[config.mk]
export PLATFORM = sky130hd
export DESIGN_NAME = dtc_top
export DESIGN_NICKNAME = d
export VERILOG_FILES = /design/src/core/dtc_pkg.sv /design/src/core/dtc_if.sv /design/src/core/dtc_top.sv /design/src/core/dtc_sync.sv /design/src/core/dtc_hdr.sv
export SDC_FILE = /design/constraint.sdc
export NUM_CORES = 1
export LEC_CHECK = 0
export BUFFER_PORTS_ARGS = -buffer_cell sky130_fd_sc_hd__buf_4
export CAP_MARGIN = 20
export CORE_ASPECT_RATIO = 1.25
export CORE_MARGIN = 10
export CORE_UTILIZATION = 30
export DETAILED_ROUTE_END_ITERATION = 8
export HOLD_SLACK_MARGIN = 0.05
export MAX_ROUTING_LAYER = met4
export PLACE_DENSITY = 0.53
export SLEW_MARGIN = 15
export SYNTH_ARGS = -nofsm -noshare
export SYNTH_HDL_FRONTEND = slang
export SYNTH_HIERARCHICAL = 1
export SYNTH_SLANG_ARGS = --single-unit
export TNS_END_PERCENT = 20
[constraint.sdc]
create_clock -name CLK -period 3.88 [get_ports CLK]
set_clock_uncertainty 0.1 [all_clocks]
set_input_delay 0.388 -clock CLK [delete_from_list [all_inputs] [get_ports CLK]]
set_output_delay 0.388 -clock CLK [all_outputs]
set_load 0.05 [all_outputs]
[src/core/dtc_pkg.sv]
// Constants, types and register map of the downstream transport receiver.
// Assumes one 125 MHz clock shared by the demodulator byte stream and software.
// Overview of operation
// - Packets are 188 bytes, 4-byte header
// - First header byte is sync value 0x47
// - Transport error flag set means packet damaged
// - Start indicator set makes byte five the pointer
// - Data packets use identifier 0x1FFE
// - Adaptation control is 01, payload only
// - Four-bit continuity count per data identifier
// - Stuff bytes 0xFF fill gaps, receiver skips
// - Frame control byte never equals 0xFF
// - Pointer counts bytes to skip before seeking
package dtc_pkg;
  localparam int         PKT_LEN       = 188;
  localparam int         HDR_LEN       = 4;
  localparam logic [7:0] POS_LAST      = 8'(PKT_LEN - 1);
  localparam logic [7:0] POS_PTR       = 8'(HDR_LEN);
  localparam logic [7:0] PTR_MAX       = 8'(PKT_LEN - HDR_LEN - 1);
  localparam logic [7:0] SYNC_BYTE     = 8'h47;
  localparam logic [7:0] STUFF_BYTE    = 8'hFF;
  localparam logic [12:0] DATA_PID     = 13'h1FFE;
  localparam logic [1:0] SCRAMBLE_NONE = 2'h0;
  localparam logic [1:0] ADAPT_PAYLOAD = 2'h1;
  localparam int         TEI_BIT       = 7;
  localparam int         PUSI_BIT      = 6;
  localparam int         PRIO_BIT      = 5;
  localparam int         GOOD_TO_LOCK  = 5;
  localparam int         BAD_TO_LOSE   = 9;
  localparam int         REG_W         = 16;
  localparam logic [3:0] REG_CTRL      = 4'h0;
  localparam logic [3:0] REG_STATUS    = 4'h1;
  localparam logic [3:0] REG_PKT_CNT   = 4'h2;
  localparam logic [3:0] REG_HDR_ERR   = 4'h3;
  localparam logic [3:0] REG_CC_ERR    = 4'h4;
  localparam logic [3:0] REG_PTR_ERR   = 4'h5;
  localparam int         CTRL_EN_BIT   = 0;
  localparam int         CTRL_CLR_BIT  = 1;
  localparam logic       CTRL_EN_RESET = 1'b1;
  typedef logic [7:0] dtc_byte_t;
  typedef enum logic [2:0] {
    ST_DROP = 3'b001,
    ST_SEEK = 3'b010,
    ST_PASS = 3'b100
  } dtc_state_e;
endpackage : dtc_pkg

[src/core/dtc_if.sv]
// Carrier between the receiver top and its alignment and header modules.
// Assumes all members change on the one receiver clock.
`timescale 1ns/1ps
interface dtc_if;
  import dtc_pkg::*;
  logic      en;
  dtc_byte_t data;
  logic      valid;
  logic [7:0] pos;
  logic      in_frame;
  logic      hdr_ok;
  logic      pusi;
  logic      cc_err;
  logic      tei;
  logic      hdr_done;
  modport top  (output en, data, valid,
                input  pos, in_frame, hdr_ok, pusi, cc_err, tei, hdr_done);
  modport sync (input  en, data, valid, output pos, in_frame);
  modport hdr  (input  en, data, valid, pos, in_frame,
                output hdr_ok, pusi, cc_err, tei, hdr_done);
endinterface : dtc_if

[src/core/dtc_top.sv]
// Downstream transport receiver: aligns packets, checks headers, follows
// pointers and hands MAC bytes upward. Software reaches a small register file.
// Assumes RX bytes, FRAME_DONE and the register port are on CLK.
`timescale 1ns/1ps
module dtc_top
  import dtc_pkg::*;
#(
  parameter int CNT_W = 16
) (
  // Clock and reset
  input  wire logic       CLK,
  input  wire logic       NRST,
  // Byte stream from the demodulator
  input  wire logic [7:0] RX_DATA,
  input  wire logic       RX_VALID,
  // MAC byte stream
  output logic      [7:0] MAC_DATA,
  output logic            MAC_VALID,
  output logic            MAC_START,
  input  wire logic       FRAME_DONE,
  // Register port
  input  wire logic [3:0] ADDR,
  input  wire logic [15:0] WDATA,
  input  wire logic       WR,
  input  wire logic       RD,
  output logic      [15:0] RDATA
);
  if (CNT_W < 1 || CNT_W > REG_W) begin : g_chk
    $error("Counter width must lie between 1 and the register width.");
  end

  dtc_if bus ();

  dtc_sync #(
    .LOCK_GOOD (GOOD_TO_LOCK),
    .LOSE_BAD  (BAD_TO_LOSE)
  ) u_sync (
    .clk  (CLK),
    .nrst (NRST),
    .lnk  (bus)
  );

  dtc_hdr u_hdr (
    .clk  (CLK),
    .nrst (NRST),
    .lnk  (bus)
  );

  logic       ctrl_en;
  logic       clr;
  dtc_state_e st;
  logic [7:0] skip;

  assign bus.en = ctrl_en;

  // Input register so the submodules see a clean byte and strobe.
  always_ff @(posedge CLK or negedge NRST) begin
    if (!NRST) begin
      bus.data  <= 8'h00;
      bus.valid <= 1'b0;
    end else begin
      bus.data  <= RX_DATA;
      bus.valid <= RX_VALID;
    end
  end

  wire pay     = ctrl_en && bus.valid && bus.in_frame && bus.pos >= POS_PTR;
  wire good    = pay && bus.hdr_ok;
  wire at_ptr  = good && bus.pos == POS_PTR && bus.pusi;
  wire ptr_bad = at_ptr && bus.data > PTR_MAX;
  wire stuff   = bus.data == STUFF_BYTE;
  wire body    = good && !at_ptr;
  wire tail    = body && skip != 8'h00 && st == ST_PASS;
  wire fresh   = body && skip == 8'h00 && st == ST_SEEK && !stuff;
  wire carry   = body && skip == 8'h00 && st == ST_PASS;
  wire deliver = tail || fresh || carry;

  // Payload walk: drop until a pointer, skip what it covers, then seek a start.
  always_ff @(posedge CLK or negedge NRST) begin
    if (!NRST) begin
      st   <= ST_DROP;
      skip <= 8'h00;
    end else if (!bus.in_frame || !ctrl_en) begin
      st   <= ST_DROP;
      skip <= 8'h00;
    end else if (pay) begin
      if (!bus.hdr_ok) begin
        st   <= ST_DROP;
        skip <= 8'h00;
      end else if (at_ptr) begin
        if (ptr_bad) begin
          st   <= ST_DROP;
          skip <= 8'h00;
        end else begin
          skip <= bus.data;
          if (bus.data == 8'h00) st <= ST_SEEK;
        end
      end else if (skip != 8'h00) begin
        skip <= skip - 8'h01;
        if (skip == 8'h01) begin
          st <= ST_SEEK;
        end else if (FRAME_DONE && st == ST_PASS) begin
          st <= ST_DROP;
        end
      end else begin
        case (st)
          ST_SEEK: begin
            if (!stuff) st <= FRAME_DONE ? ST_SEEK : ST_PASS;
          end
          ST_PASS: begin
            if (FRAME_DONE) st <= ST_SEEK;
          end
          default: begin
            st <= ST_DROP;
          end
        endcase
      end
    end else if (FRAME_DONE && st == ST_PASS && skip == 8'h00) begin
      st <= ST_SEEK;
    end
  end

  // MAC side outputs, one registered byte per accepted payload byte.
  always_ff @(posedge CLK or negedge NRST) begin
    if (!NRST) begin
      MAC_DATA  <= 8'h00;
      MAC_VALID <= 1'b0;
      MAC_START <= 1'b0;
    end else begin
      MAC_VALID <= deliver;
      MAC_START <= fresh;
      if (deliver) MAC_DATA <= bus.data;
    end
  end

  // Control register and the one-cycle counter clear.
  always_ff @(posedge CLK or negedge NRST) begin
    if (!NRST) begin
      ctrl_en <= CTRL_EN_RESET;
      clr     <= 1'b0;
    end else begin
      clr <= WR && ADDR == REG_CTRL && WDATA[CTRL_CLR_BIT];
      if (WR && ADDR == REG_CTRL) ctrl_en <= WDATA[CTRL_EN_BIT];
    end
  end

  // Event counters; an event in the clear cycle counts as the first.
  logic [3:0]       inc;
  logic [CNT_W-1:0] cnt [4];
  assign inc = {ptr_bad,
                bus.hdr_done && bus.cc_err,
                bus.hdr_done && !bus.hdr_ok,
                bus.hdr_done && bus.hdr_ok};
  for (genvar gi = 0; gi < 4; gi++) begin : g_cnt
    // Each counter keeps its own register so every array element has one driver.
    logic [CNT_W-1:0] val;
    always_ff @(posedge CLK or negedge NRST) begin
      if (!NRST) begin
        val <= '0;
      end else if (clr) begin
        val <= inc[gi] ? CNT_W'(1) : '0;
      end else if (inc[gi]) begin
        val <= val + CNT_W'(1);
      end
    end
    assign cnt[gi] = val;
  end

  logic [15:0] rd_mux;
  always_comb begin
    case (ADDR)
      REG_CTRL:    rd_mux = {15'h0000, ctrl_en};
      REG_STATUS:  rd_mux = {13'h0000, st == ST_PASS, st == ST_SEEK, bus.in_frame};
      REG_PKT_CNT: rd_mux = 16'(cnt[0]);
      REG_HDR_ERR: rd_mux = 16'(cnt[1]);
      REG_CC_ERR:  rd_mux = 16'(cnt[2]);
      REG_PTR_ERR: rd_mux = 16'(cnt[3]);
      default:     rd_mux = 16'h0000;
    endcase
  end

  // Read data stands only in the cycle after the read strobe.
  always_ff @(posedge CLK or negedge NRST) begin
    if (!NRST) begin
      RDATA <= 16'h0000;
    end else begin
      RDATA <= RD ? rd_mux : 16'h0000;
    end
  end
endmodule : dtc_top

[src/core/dtc_sync.sv]
// Packet alignment tracker: hunts for the sync byte and keeps the byte position.
// Assumes one byte per valid cycle from the top's input register.
`timescale 1ns/1ps
module dtc_sync
  import dtc_pkg::*;
#(
  parameter int LOCK_GOOD = GOOD_TO_LOCK,
  parameter int LOSE_BAD  = BAD_TO_LOSE
) (
  // Clock and reset
  input wire logic clk,
  input wire logic nrst,
  // Stream and alignment
  dtc_if.sync      lnk
);
  localparam logic [3:0] LOCK_N = 4'(LOCK_GOOD);
  localparam logic [3:0] LOSE_N = 4'(LOSE_BAD);
  if (LOCK_GOOD < 2 || LOCK_GOOD > 15 || LOSE_BAD < 2 || LOSE_BAD > 15) begin : g_chk
    $error("Sync thresholds must lie between 2 and 15.");
  end

  logic       cand;
  logic [3:0] good;
  logic [3:0] bad;
  wire        is_sync = lnk.data == SYNC_BYTE;

  // A candidate starts on any sync byte; each later packet start is checked.
  always_ff @(posedge clk or negedge nrst) begin
    if (!nrst) begin
      cand         <= 1'b0;
      good         <= 4'h0;
      bad          <= 4'h0;
      lnk.pos      <= 8'h00;
      lnk.in_frame <= 1'b0;
    end else if (!lnk.en) begin
      cand         <= 1'b0;
      good         <= 4'h0;
      bad          <= 4'h0;
      lnk.pos      <= 8'h00;
      lnk.in_frame <= 1'b0;
    end else if (lnk.valid) begin
      if (!cand) begin
        if (is_sync) begin
          cand    <= 1'b1;
          good    <= 4'h1;
          lnk.pos <= 8'h01;
        end
      end else if (lnk.pos == 8'h00) begin
        if (is_sync) begin
          bad     <= 4'h0;
          lnk.pos <= 8'h01;
          if (good != LOCK_N) good <= good + 4'h1;
          if (good + 4'h1 >= LOCK_N) lnk.in_frame <= 1'b1;
        end else if (!lnk.in_frame || bad + 4'h1 >= LOSE_N) begin
          cand         <= 1'b0;
          good         <= 4'h0;
          bad          <= 4'h0;
          lnk.pos      <= 8'h00;
          lnk.in_frame <= 1'b0;
        end else begin
          bad     <= bad + 4'h1;
          lnk.pos <= 8'h01;
        end
      end else begin
        lnk.pos <= (lnk.pos == POS_LAST) ? 8'h00 : lnk.pos + 8'h01;
      end
    end
  end
endmodule : dtc_sync

[src/core/dtc_hdr.sv]
// Header checker: gathers header bytes two to four and judges each packet.
// Assumes the alignment tracker supplies the byte position.
`timescale 1ns/1ps
module dtc_hdr
  import dtc_pkg::*;
(
  // Clock and reset
  input wire logic clk,
  input wire logic nrst,
  // Stream and header verdict
  dtc_if.hdr       lnk
);
  dtc_byte_t  b1;
  dtc_byte_t  b2;
  logic [3:0] last_cc;
  logic       have_cc;
  wire        take    = lnk.en && lnk.valid && lnk.in_frame;
  wire [12:0] pid     = {b1[4:0], b2};
  wire [3:0]  cc      = lnk.data[3:0];
  wire        pid_hit = pid == DATA_PID;
  wire        fields_ok = !b1[TEI_BIT] && !b1[PRIO_BIT] && pid_hit
                          && lnk.data[7:6] == SCRAMBLE_NONE
                          && lnk.data[5:4] == ADAPT_PAYLOAD;

  always_ff @(posedge clk or negedge nrst) begin
    if (!nrst) begin
      b1 <= 8'h00;
      b2 <= 8'h00;
    end else if (take && lnk.pos == 8'h01) begin
      b1 <= lnk.data;
    end else if (take && lnk.pos == 8'h02) begin
      b2 <= lnk.data;
    end
  end

  // The verdict is posted on the last header byte and holds for the payload.
  always_ff @(posedge clk or negedge nrst) begin
    if (!nrst) begin
      lnk.hdr_ok   <= 1'b0;
      lnk.pusi     <= 1'b0;
      lnk.tei      <= 1'b0;
      lnk.cc_err   <= 1'b0;
      lnk.hdr_done <= 1'b0;
      last_cc      <= 4'h0;
      have_cc      <= 1'b0;
    end else begin
      lnk.hdr_done <= take && lnk.pos == 8'h03;
      if (!lnk.in_frame || !lnk.en) begin
        have_cc    <= 1'b0;
        lnk.hdr_ok <= 1'b0;
      end else if (take && lnk.pos == 8'h03) begin
        lnk.hdr_ok <= fields_ok;
        lnk.pusi   <= b1[PUSI_BIT];
        lnk.tei    <= b1[TEI_BIT];
        lnk.cc_err <= pid_hit && have_cc && cc != last_cc + 4'h1;
        if (pid_hit) begin
          last_cc <= cc;
          have_cc <= 1'b1;
        end
      end
    end
  end
endmodule : dtc_hdr

==> metrics.yaml, run 1 <==
cp_slowest_cell: "or4_1"
drc: 0
tightest_slew_ps: 1020
cp_max_fo: 9
hold_violations: 0
grt_overflow: 0
antenna_cells: 0
fillers: 2656
rows: 66
clk_pin_slew_ps: 70
dp_slack_ps: 1020
dpl.hpwl_um: 13100
clockBufferDepth: 2
fin_tns_setup_ps: 0
placed_cell_area_mm2: 0.00859
grt_pass1_vias: 6055
maxCapViolations: 0
worst_slack_ps: 981
final_antenna_net_count: 0
seqPwrFrac: 0.469
drt_iter0_markers: 467
cts_tree: "built"
syn_area_per_cell_um2: 10.3
via_per_inst: 5.05
sw_frac_of_total: 0.257
routed_wl_um: 19000
grt_max_degree: 87
critical_path_required_ps: 4060
path_class: "register to register"
die-area_mm2: 0.0330
grt_use_total: 0.121
dp.cells: 1135
fin_cells: 1177
antenna_found_initial: 0
clkLatencyLatePin_ps: 430
netlist_area_mm2: 0.00783
startpoint_type: "register"
holdWs_ps: 83.9
p_sw_uw: 899
post-route-util: 0.360
port_buffers: 45
cts_root_buf: "clkbuf_16"
die_y_um: 201
rsz0062_at_grt: "false"
cts_resized: 0
relSlewSlack: 0.316
min-delay-path-class: "primary input to register"
area_growth_pct: 18.9
final_area_mm2: 0.00932
core_mm2: 0.0258
grt_pass1_wl_um: 32000
p_leak_nw: 4.27
p_comb_frac: 0.038
crit_buf_inv: 0
cts-htree-levels: 4
status: "complete, no violations"
cp_top_family: "simple AND/OR/NAND/NOR gates"
arrival_ps: 3080
ff2ff_setup_slack_ps: 980
layout-drive-gt1-share: 0.165
drv_slew: 0
clock-sinks: 155
ios: 60
post_cts_buffers: 0
hp-start: "WDATA[1]"
dr.pass1.iters: 6
multi_input_area_mm2: 0.00378
setup-violations-final: 0
vias: 5942
crit_start: "u_sync/lnk.pos[6]"
gp_congestion: 0.801
peakVddDrop_mv: 0.329
syn_nets: 812
fin_crit_sh: 0.747
syn_inst: 764
power.density_mw_per_mm2: 376
worstSetupEndpointType: "register"
numCtsBuffers: 17
die_w_um: 165
total_power_mw: 3.50
wire_per_inst_um: 16.2
slowest_delay_ps: 720
ff_latch_area_mm2: 0.00388
clkPwrFrac: 0.493
p_int_mw: 2.60
fin_crit_ps: 2900
path_cells: "or4_4 > or4_1 > nor3_4 > or3b_1 > xor2_1 > nor2_1"
start_util: 0.303
synth-warning-count: 6
r2r-start: "u_sync/lnk.pos[6]"
fmax_mhz: 345
final_nets: 872
[path summary, 6_finish.rpt]
path	to	cells past startpoint
max in group asynchronous	RDATA[1]	3
hold reg to reg	u_hdr/b2[0]	1
min in group asynchronous	g_cnt[3].val[12]	2
hold / removal	clr	3
setup reg to reg	g_cnt[3].val[9]	6
setup / recovery	g_cnt[3].val[9]	6
[state kept, by name (all words and copies together), names as in the netlist, 3 cells and up]
name	flops
u_hdr/b1	8
bus.data	8
MAC_DATA	8
u_sync/good	4
st	3
g_cnt.val	64
u_sync/bad	4
u_sync/lnk.pos	8
skip	8
u_hdr/b2	8
u_hdr/last_cc	4
RDATA	16
[layer usage]
metal  global-route usage  wire [um]
met1                0.150       8450
met5                    -          0
met3               0.0199        623
met4               0.0307        201
met2                0.201       9780
[final cells by class]
| cell class | count | share of cell area |
|---|---|---|
| sequential | 155 | 0.417 |
| clock buffer | 17 | 0.0457 |
| inverter | 18 | 0.00725 |
| timing repair buffer | 65 | 0.0568 |
| clock inverter | 15 | 0.0218 |
| multi-input combinational | 567 | 0.406 |
| tap | 340 | 0.0457 |
[cells in the final DEF, fill, tap and decap left out, types with 14 or more instances in the layout]
master     count
nand4_1       16
and3_1        19
o21ai_0       24
xnor2_1       24
dfrtp_1      152
nand3_1       31
clkbuf_16     17
nor3_1        19
mux2_2        27
nand2_1       73
nor2_1        79
a21oi_1       30
inv_1         18
a222oi_1      15
ha_1          14
buf_4         53
xor2_1        45
[timing repair]
action | CTS | global route
endpoints found under the setup margin | 0 | 0
hold endpoints to repair | 91 | 0
hold buffers | 10 | 0
[power groups by stage]
stage | sequential (mW) | clock [mW] | combinational (mW)
floorplan | 1.67 | 0 | 0.0471
global placement | 1.67 | 0 | 0.130
detailed placement | 1.67 | 0 | 0.130
CTS | 1.64 | 1.78 | 0.138
global route | 1.64 | 1.85 | 0.150
finish | 1.64 | 1.73 | 0.134
[worst reg2reg max path: cells and delay by family (launching register included)]
kind,cells,cell delay (ps)
DFF,1,470
and+or+nand+nor,5,2030
xor gates and xnor gates,1,150
(Power assumes the default switching activity.)
==> run 2: changes to the inputs <==
- ABC_AREA: unset -> 1
- PLACE_DENSITY: 0.53 -> 0.52
- clock period: 3.88 -> 3 ns (I/O delays scaled with it)
==> run 2 against run 1 <==
Wire length rose by 25%. Sequential power rose by 30%. Clock power rose by 36%. Highest routed layer unchanged. Flip-flop and latch count did not move. Die area rose by 12%. Cell area rose by 12%. Largest power group unchanged. Combinational power rose by 110%. Area after synthesis rose by 13%. Critical path type unchanged. Core utilization fell by 0.31 points. Count of clock-buffer cells in the layout rose by 6. Fmax rose by 29%.
==> metrics.yaml, run 2 <==
status: "complete, no violations"
fillers: 3037
slowest_delay_ps: 580
final_nets: 1264
worstSetupEndpointType: "register"
startpoint_type: "register"
grt_max_degree: 69
syn_area_per_cell_um2: 7.69
grt_use_total: 0.138
fin_tns_setup_ps: 0
fin_cells: 1625
clkLatencyLatePin_ps: 440
arrival_ps: 2460
grt_pass1_vias: 7677
gp_congestion: 0.838
ios: 60
p_leak_nw: 4.88
hold_violations: 0
r2r-start: "u_sync/lnk.pos[2]"
cp_top_family: "simple AND/OR/NAND/NOR gates"
layout-drive-gt1-share: 0.135
numCtsBuffers: 17
cts_resized: 0
syn_inst: 1151
antenna_found_initial: 0
cts-htree-levels: 4
dp.cells: 1581
netlist_area_mm2: 0.00885
dr.pass1.iters: 5
cp_slowest_cell: "dfrtp_1"
clock-sinks: 155
routed_wl_um: 23800
wire_per_inst_um: 14.7
relSlewSlack: 0.470
die-area_mm2: 0.0368
met1_usage: 0.156
hold_path_end: "st[2]"
vias: 7682
path_cells: "nand2_1 > nor2_1 > nand2_2 > nor2_4 > nand2_4 > nand2_4 > inv_2 > nand2_1 > o31ai_1"
start_util: 0.303
fin_crit_ps: 2250
tightest_slew_ps: 794
critical_path_required_ps: 3200
port_buffers: 45
reg2regPathDepth: 9
drc: 0
rsz0062_at_grt: "false"
post_cts_buffers: 0
r2r_end: "g_cnt[3].val[12]"
fin_crit_sh: 0.751
die_w_um: 174
via_per_inst: 4.73
final_antenna_net_count: 0
clockBufferDepth: 2
regMostFlops: "g_cnt.val"
min-delay-path-class: "primary input to register"
path_class: "register to register"
die_y_um: 212
met2_usage: 0.239
min_path_cells: 4
layout_commonest_cell: "nand2_1"
setup-violations-final: 0
grt_pass1_wl_um: 39700
grt_overflow: 0
power.density_mw_per_mm2: 458
peakVddDrop_mv: 0.224
maxCapViolations: 0
cp_max_fo: 20
cts_tree: "built"
dpl.hpwl_um: 17400
fmax_mhz: 444
core_mm2: 0.0292
crit_buf_inv: 1
syn_nets: 1199
cts_root_buf: "clkbuf_16"
rows: 70
largest_reg_flops: 64
reg.largest.list: "g_cnt.val (64), RDATA (16)"
antenna_cells: 0
ff2ff_setup_slack_ps: 750
drt_iter0_markers: 511
hp-start: "FRAME_DONE"
most-common-layout-cells: "248 x nand2_1, 168 x inv_1, 153 x dfrtp_1"
synth-warning-count: 6
globalRoute.busiestLayer: "met2"
drv_slew: 0
grtUsageMet3: 0.0256
clk_pin_slew_ps: 60
area_growth_pct: 17.7
run 2: through the flow:
step / utilization / power (mW) / area [um^2] / hold WS (ps) / worst slack [ps]
final: 0.357 / 4.77 / 10400 / 76.1 / 747
after global routing: 0.357 / 4.96 / 10400 / 76.5 / 529
after CTS: 0.357 / 4.85 / 10400 / 66.0 / 720
after detailed placement: 0.331 / 2.46 / 9660 / 271 / 740
after global placement: 0.331 / 2.45 / 9660 / 267 / 754
after floorplan: - / 2.32 / 8850 / -95.6 / 1260
run 2: report_power, final:
part           total (mW)  switching, mW  internal [mW]  leakage (nW)
logic               0.283          0.192         0.0909          2.44
registers            2.14         0.0350           2.11          2.14
clock network        2.35          0.886           1.46         0.308
run 2: layout make-up:
type | count | area (um^2) | share of cell area
Clock buffer | 23 | 478 | 0.0459
Inverter | 180 | 679 | 0.0652
Clock inverter | 9 | 159 | 0.0152
Multi-Input combinational cell | 795 | 4150 | 0.399
Tap cell | 396 | 495 | 0.0476
Sequential cell | 155 | 3880 | 0.372
Timing Repair Buffer | 67 | 574 | 0.0551
run 2: metal layers:
| metal | vias to the layer above | routed length (um) |
|---|---|---|
| met1 | 3592 | 10500 |
| met3 | 30 | 846 |
| met4 | 0 | 523 |
| met2 | 157 | 12000 |
| met5 | - | 0 |
| li1 | 3903 | - |
run 2: worst max-delay path by stage:
stage | start | endpoint | slack, ps | depth (start not counted)
floorplan | bus.en | g_cnt[3].val[11] | 1260 | 10
global placement | u_sync/lnk.pos[2] | g_cnt[3].val[11] | 750 | 9
detailed placement | u_sync/lnk.pos[2] | g_cnt[3].val[11] | 740 | 9
CTS | u_sync/lnk.pos[2] | g_cnt[3].val[12] | 720 | 9
global route | u_sync/lnk.pos[2] | g_cnt[3].val[12] | 530 | 9
finish | u_sync/lnk.pos[2] | g_cnt[3].val[12] | 750 | 9
run 2: worst register-to-register path: cells and delay by family, from the launching register on:
kind            cells  cell delay (ps)
simple gates        7             1260
compound gates      1               70
flops               1              580
buf+inv             1              110
run 2: what timing repair did:
item                       4_1_cts  5_1_grt
setup endpoints to repair        0        0
hold buffers                    12        0
hold endpoints to repair        75        0
==> run 3: changes to the inputs <==
- clock period: 3 -> 2.13 ns (I/O delays scaled with it)
==> run 3 against run 2 <==
Sequential power rose by 40%. Sequential share of layout area decreased by 0.72 points. Non-clock buffer count up 30. Worst setup slack lost 540 ps. Critical path type unchanged. Wire length shrank 0.50%. Cell area grew 2.0%. Cell count is 1.8% higher.
==> metrics.yaml, run 3 (synthesized netlist as in run 2, its figures left out) <==
fin_crit_sh: 0.901
hp-start: "ADDR[2]"
dpl.hpwl_um: 17800
cts_tree: "built"
min-delay-path-class: "primary input to register"
p_int_mw: 4.78
seqPwrFrac: 0.461
vias: 7695
cp_max_fo: 20
sw_frac_of_total: 0.266
path_cells: "nand2_1 > nor2_1 > nand2_2 > nor2_4 > nand2_4 > nand2_4 > inv_2 > nand2_1 > o31ai_1"
final_antenna_net_count: 0
critical_path_required_ps: 2330
relSlewSlack: 0.601
die-area_mm2: 0.0368
clkPwrFrac: 0.475
final_nets: 1294
startpoint_type: "register"
wire_per_inst_um: 14.3
grt_use_total: 0.136
die_w_um: 174
clockBufferDepth: 2
regMostFlops: "g_cnt.val"
cp_slowest_cell: "dfrtp_1"
cp_top_family: "simple AND/OR/NAND/NOR gates"
routed_wl_um: 23700
rsz0062_at_grt: "false"
p_leak_nw: 5.03
worstSetupEndpointType: "register"
area_growth_pct: 20.1
port_buffers: 45
clock-sinks: 155
antenna_found_initial: 0
cts-htree-levels: 4
r2r-start: "u_sync/lnk.pos[2]"
dp.cells: 1607
drt_iter0_markers: 446
layout_commonest_cell: "nand2_1"
ios: 60
drc: 0
final_area_mm2: 0.0106
cts_root_buf: "clkbuf_16"
status: "complete, no violations"
grt_overflow: 0
grt_pass1_vias: 7618
start_util: 0.303
largest_reg_flops: 64
hold_violations: 0
clk_pin_slew_ps: 70
placed_cell_area_mm2: 0.00986
clkLatencyLatePin_ps: 430
post-route-util: 0.364
p_sw_mw: 1.74
tightest_slew_ps: 597
fmax_mhz: 521
crit_start: "u_sync/lnk.pos[2]"
setup-violations-final: 0
die_y_um: 212
reg.largest.list: "g_cnt.val (64), RDATA (16)"
p_comb_frac: 0.065
holdWs_ps: 111
power.density_mw_per_mm2: 614
antenna_cells: 0
arrival_ps: 2120
drv_slew: 0
most-common-layout-cells: "248 x nand2_1, 168 x inv_1, 153 x dfrtp_1"
crit_buf_inv: 1
grt_pass1_wl_um: 39400
fin_crit_ps: 1920
slowest_delay_ps: 480
path_class: "register to register"
fin_cells: 1655
fin_tns_setup_ps: 0
dr.pass1.iters: 5
maxCapViolations: 0
grt_max_degree: 45
layout-drive-gt1-share: 0.156
gp_congestion: 0.880
cts_resized: 0
numCtsBuffers: 17
rows: 70
via_per_inst: 4.65
core_mm2: 0.0292
peakVddDrop_mv: 0.368
## run 3: path summary, 6_finish.rpt
| kind | endpoint | slack (ps) | depth (start not counted) |
|---|---|---|---|
| worst max register to register | g_cnt[3].val[14] | 210 | 9 |
| max in group asynchronous | g_cnt[3].val[4] | 970 | 3 |
| worst min register to register | st[0] | 370 | 2 |
| worst max-delay path | g_cnt[3].val[14] | 210 | 9 |
| min in group asynchronous | g_cnt[0].val[11] | 180 | 2 |
| worst min-delay path | RDATA[0] | 110 | 4 |
## run 3: stage by stage
step / power [mW] / setup slack [ps]
2_1_floorplan: 3.27 / 391
3_3_place_gp: 3.47 / 208
3_5_place_dp: 3.47 / 203
4_1_cts: 6.61 / 184
5_1_grt: 6.80 / 56.7
6_report: 6.52 / 210
## run 3: routing by layer
layer / vias to the layer above / global-route usage / part of all wire
met2: 144 / 0.228 / 0.49
met3: 29 / 0.0211 / 0.032
met1: 3552 / 0.162 / 0.45
li1: 3970 / - / -
met4: 0 / 0.0508 / 0.021
met5: - / - / 0
## run 3: power groups by stage
stage / combinational, mW / sequential [mW] / clock, mW
2_1_floorplan: 0.215 / 3.06 / 0
3_3_place_gp: 0.406 / 3.06 / 0
3_5_place_dp: 0.409 / 3.06 / 0
4_1_cts: 0.430 / 3.00 / 3.18
5_1_grt: 0.482 / 3.01 / 3.32
6_report: 0.422 / 3.00 / 3.09
## run 3: tightest hold or removal path, stage by stage
cell     delay [ps]
buf_4            80
nor2_1          100
nand3_1          90
a31oi_1          90
## run 3: cell type report
| cell class | instances | area [um^2] |
|---|---|---|
| clock inverters | 15 | 175 |
| fillers | 3031 | 18500 |
| inverters | 180 | 679 |
| well taps | 396 | 495 |
| multi-input cells | 795 | 4150 |
| flip-flops and latches | 155 | 3880 |
| clock buffers | 17 | 425 |
| repair buffers | 97 | 817 |
## run 3: repair_timing
item | 4_1_cts | 5_1_grt
setup buffers | 0 | 2
endpoints found under the setup margin | 0 | 1
hold buffers | 14 | 0
hold endpoints to repair | 135 | 0
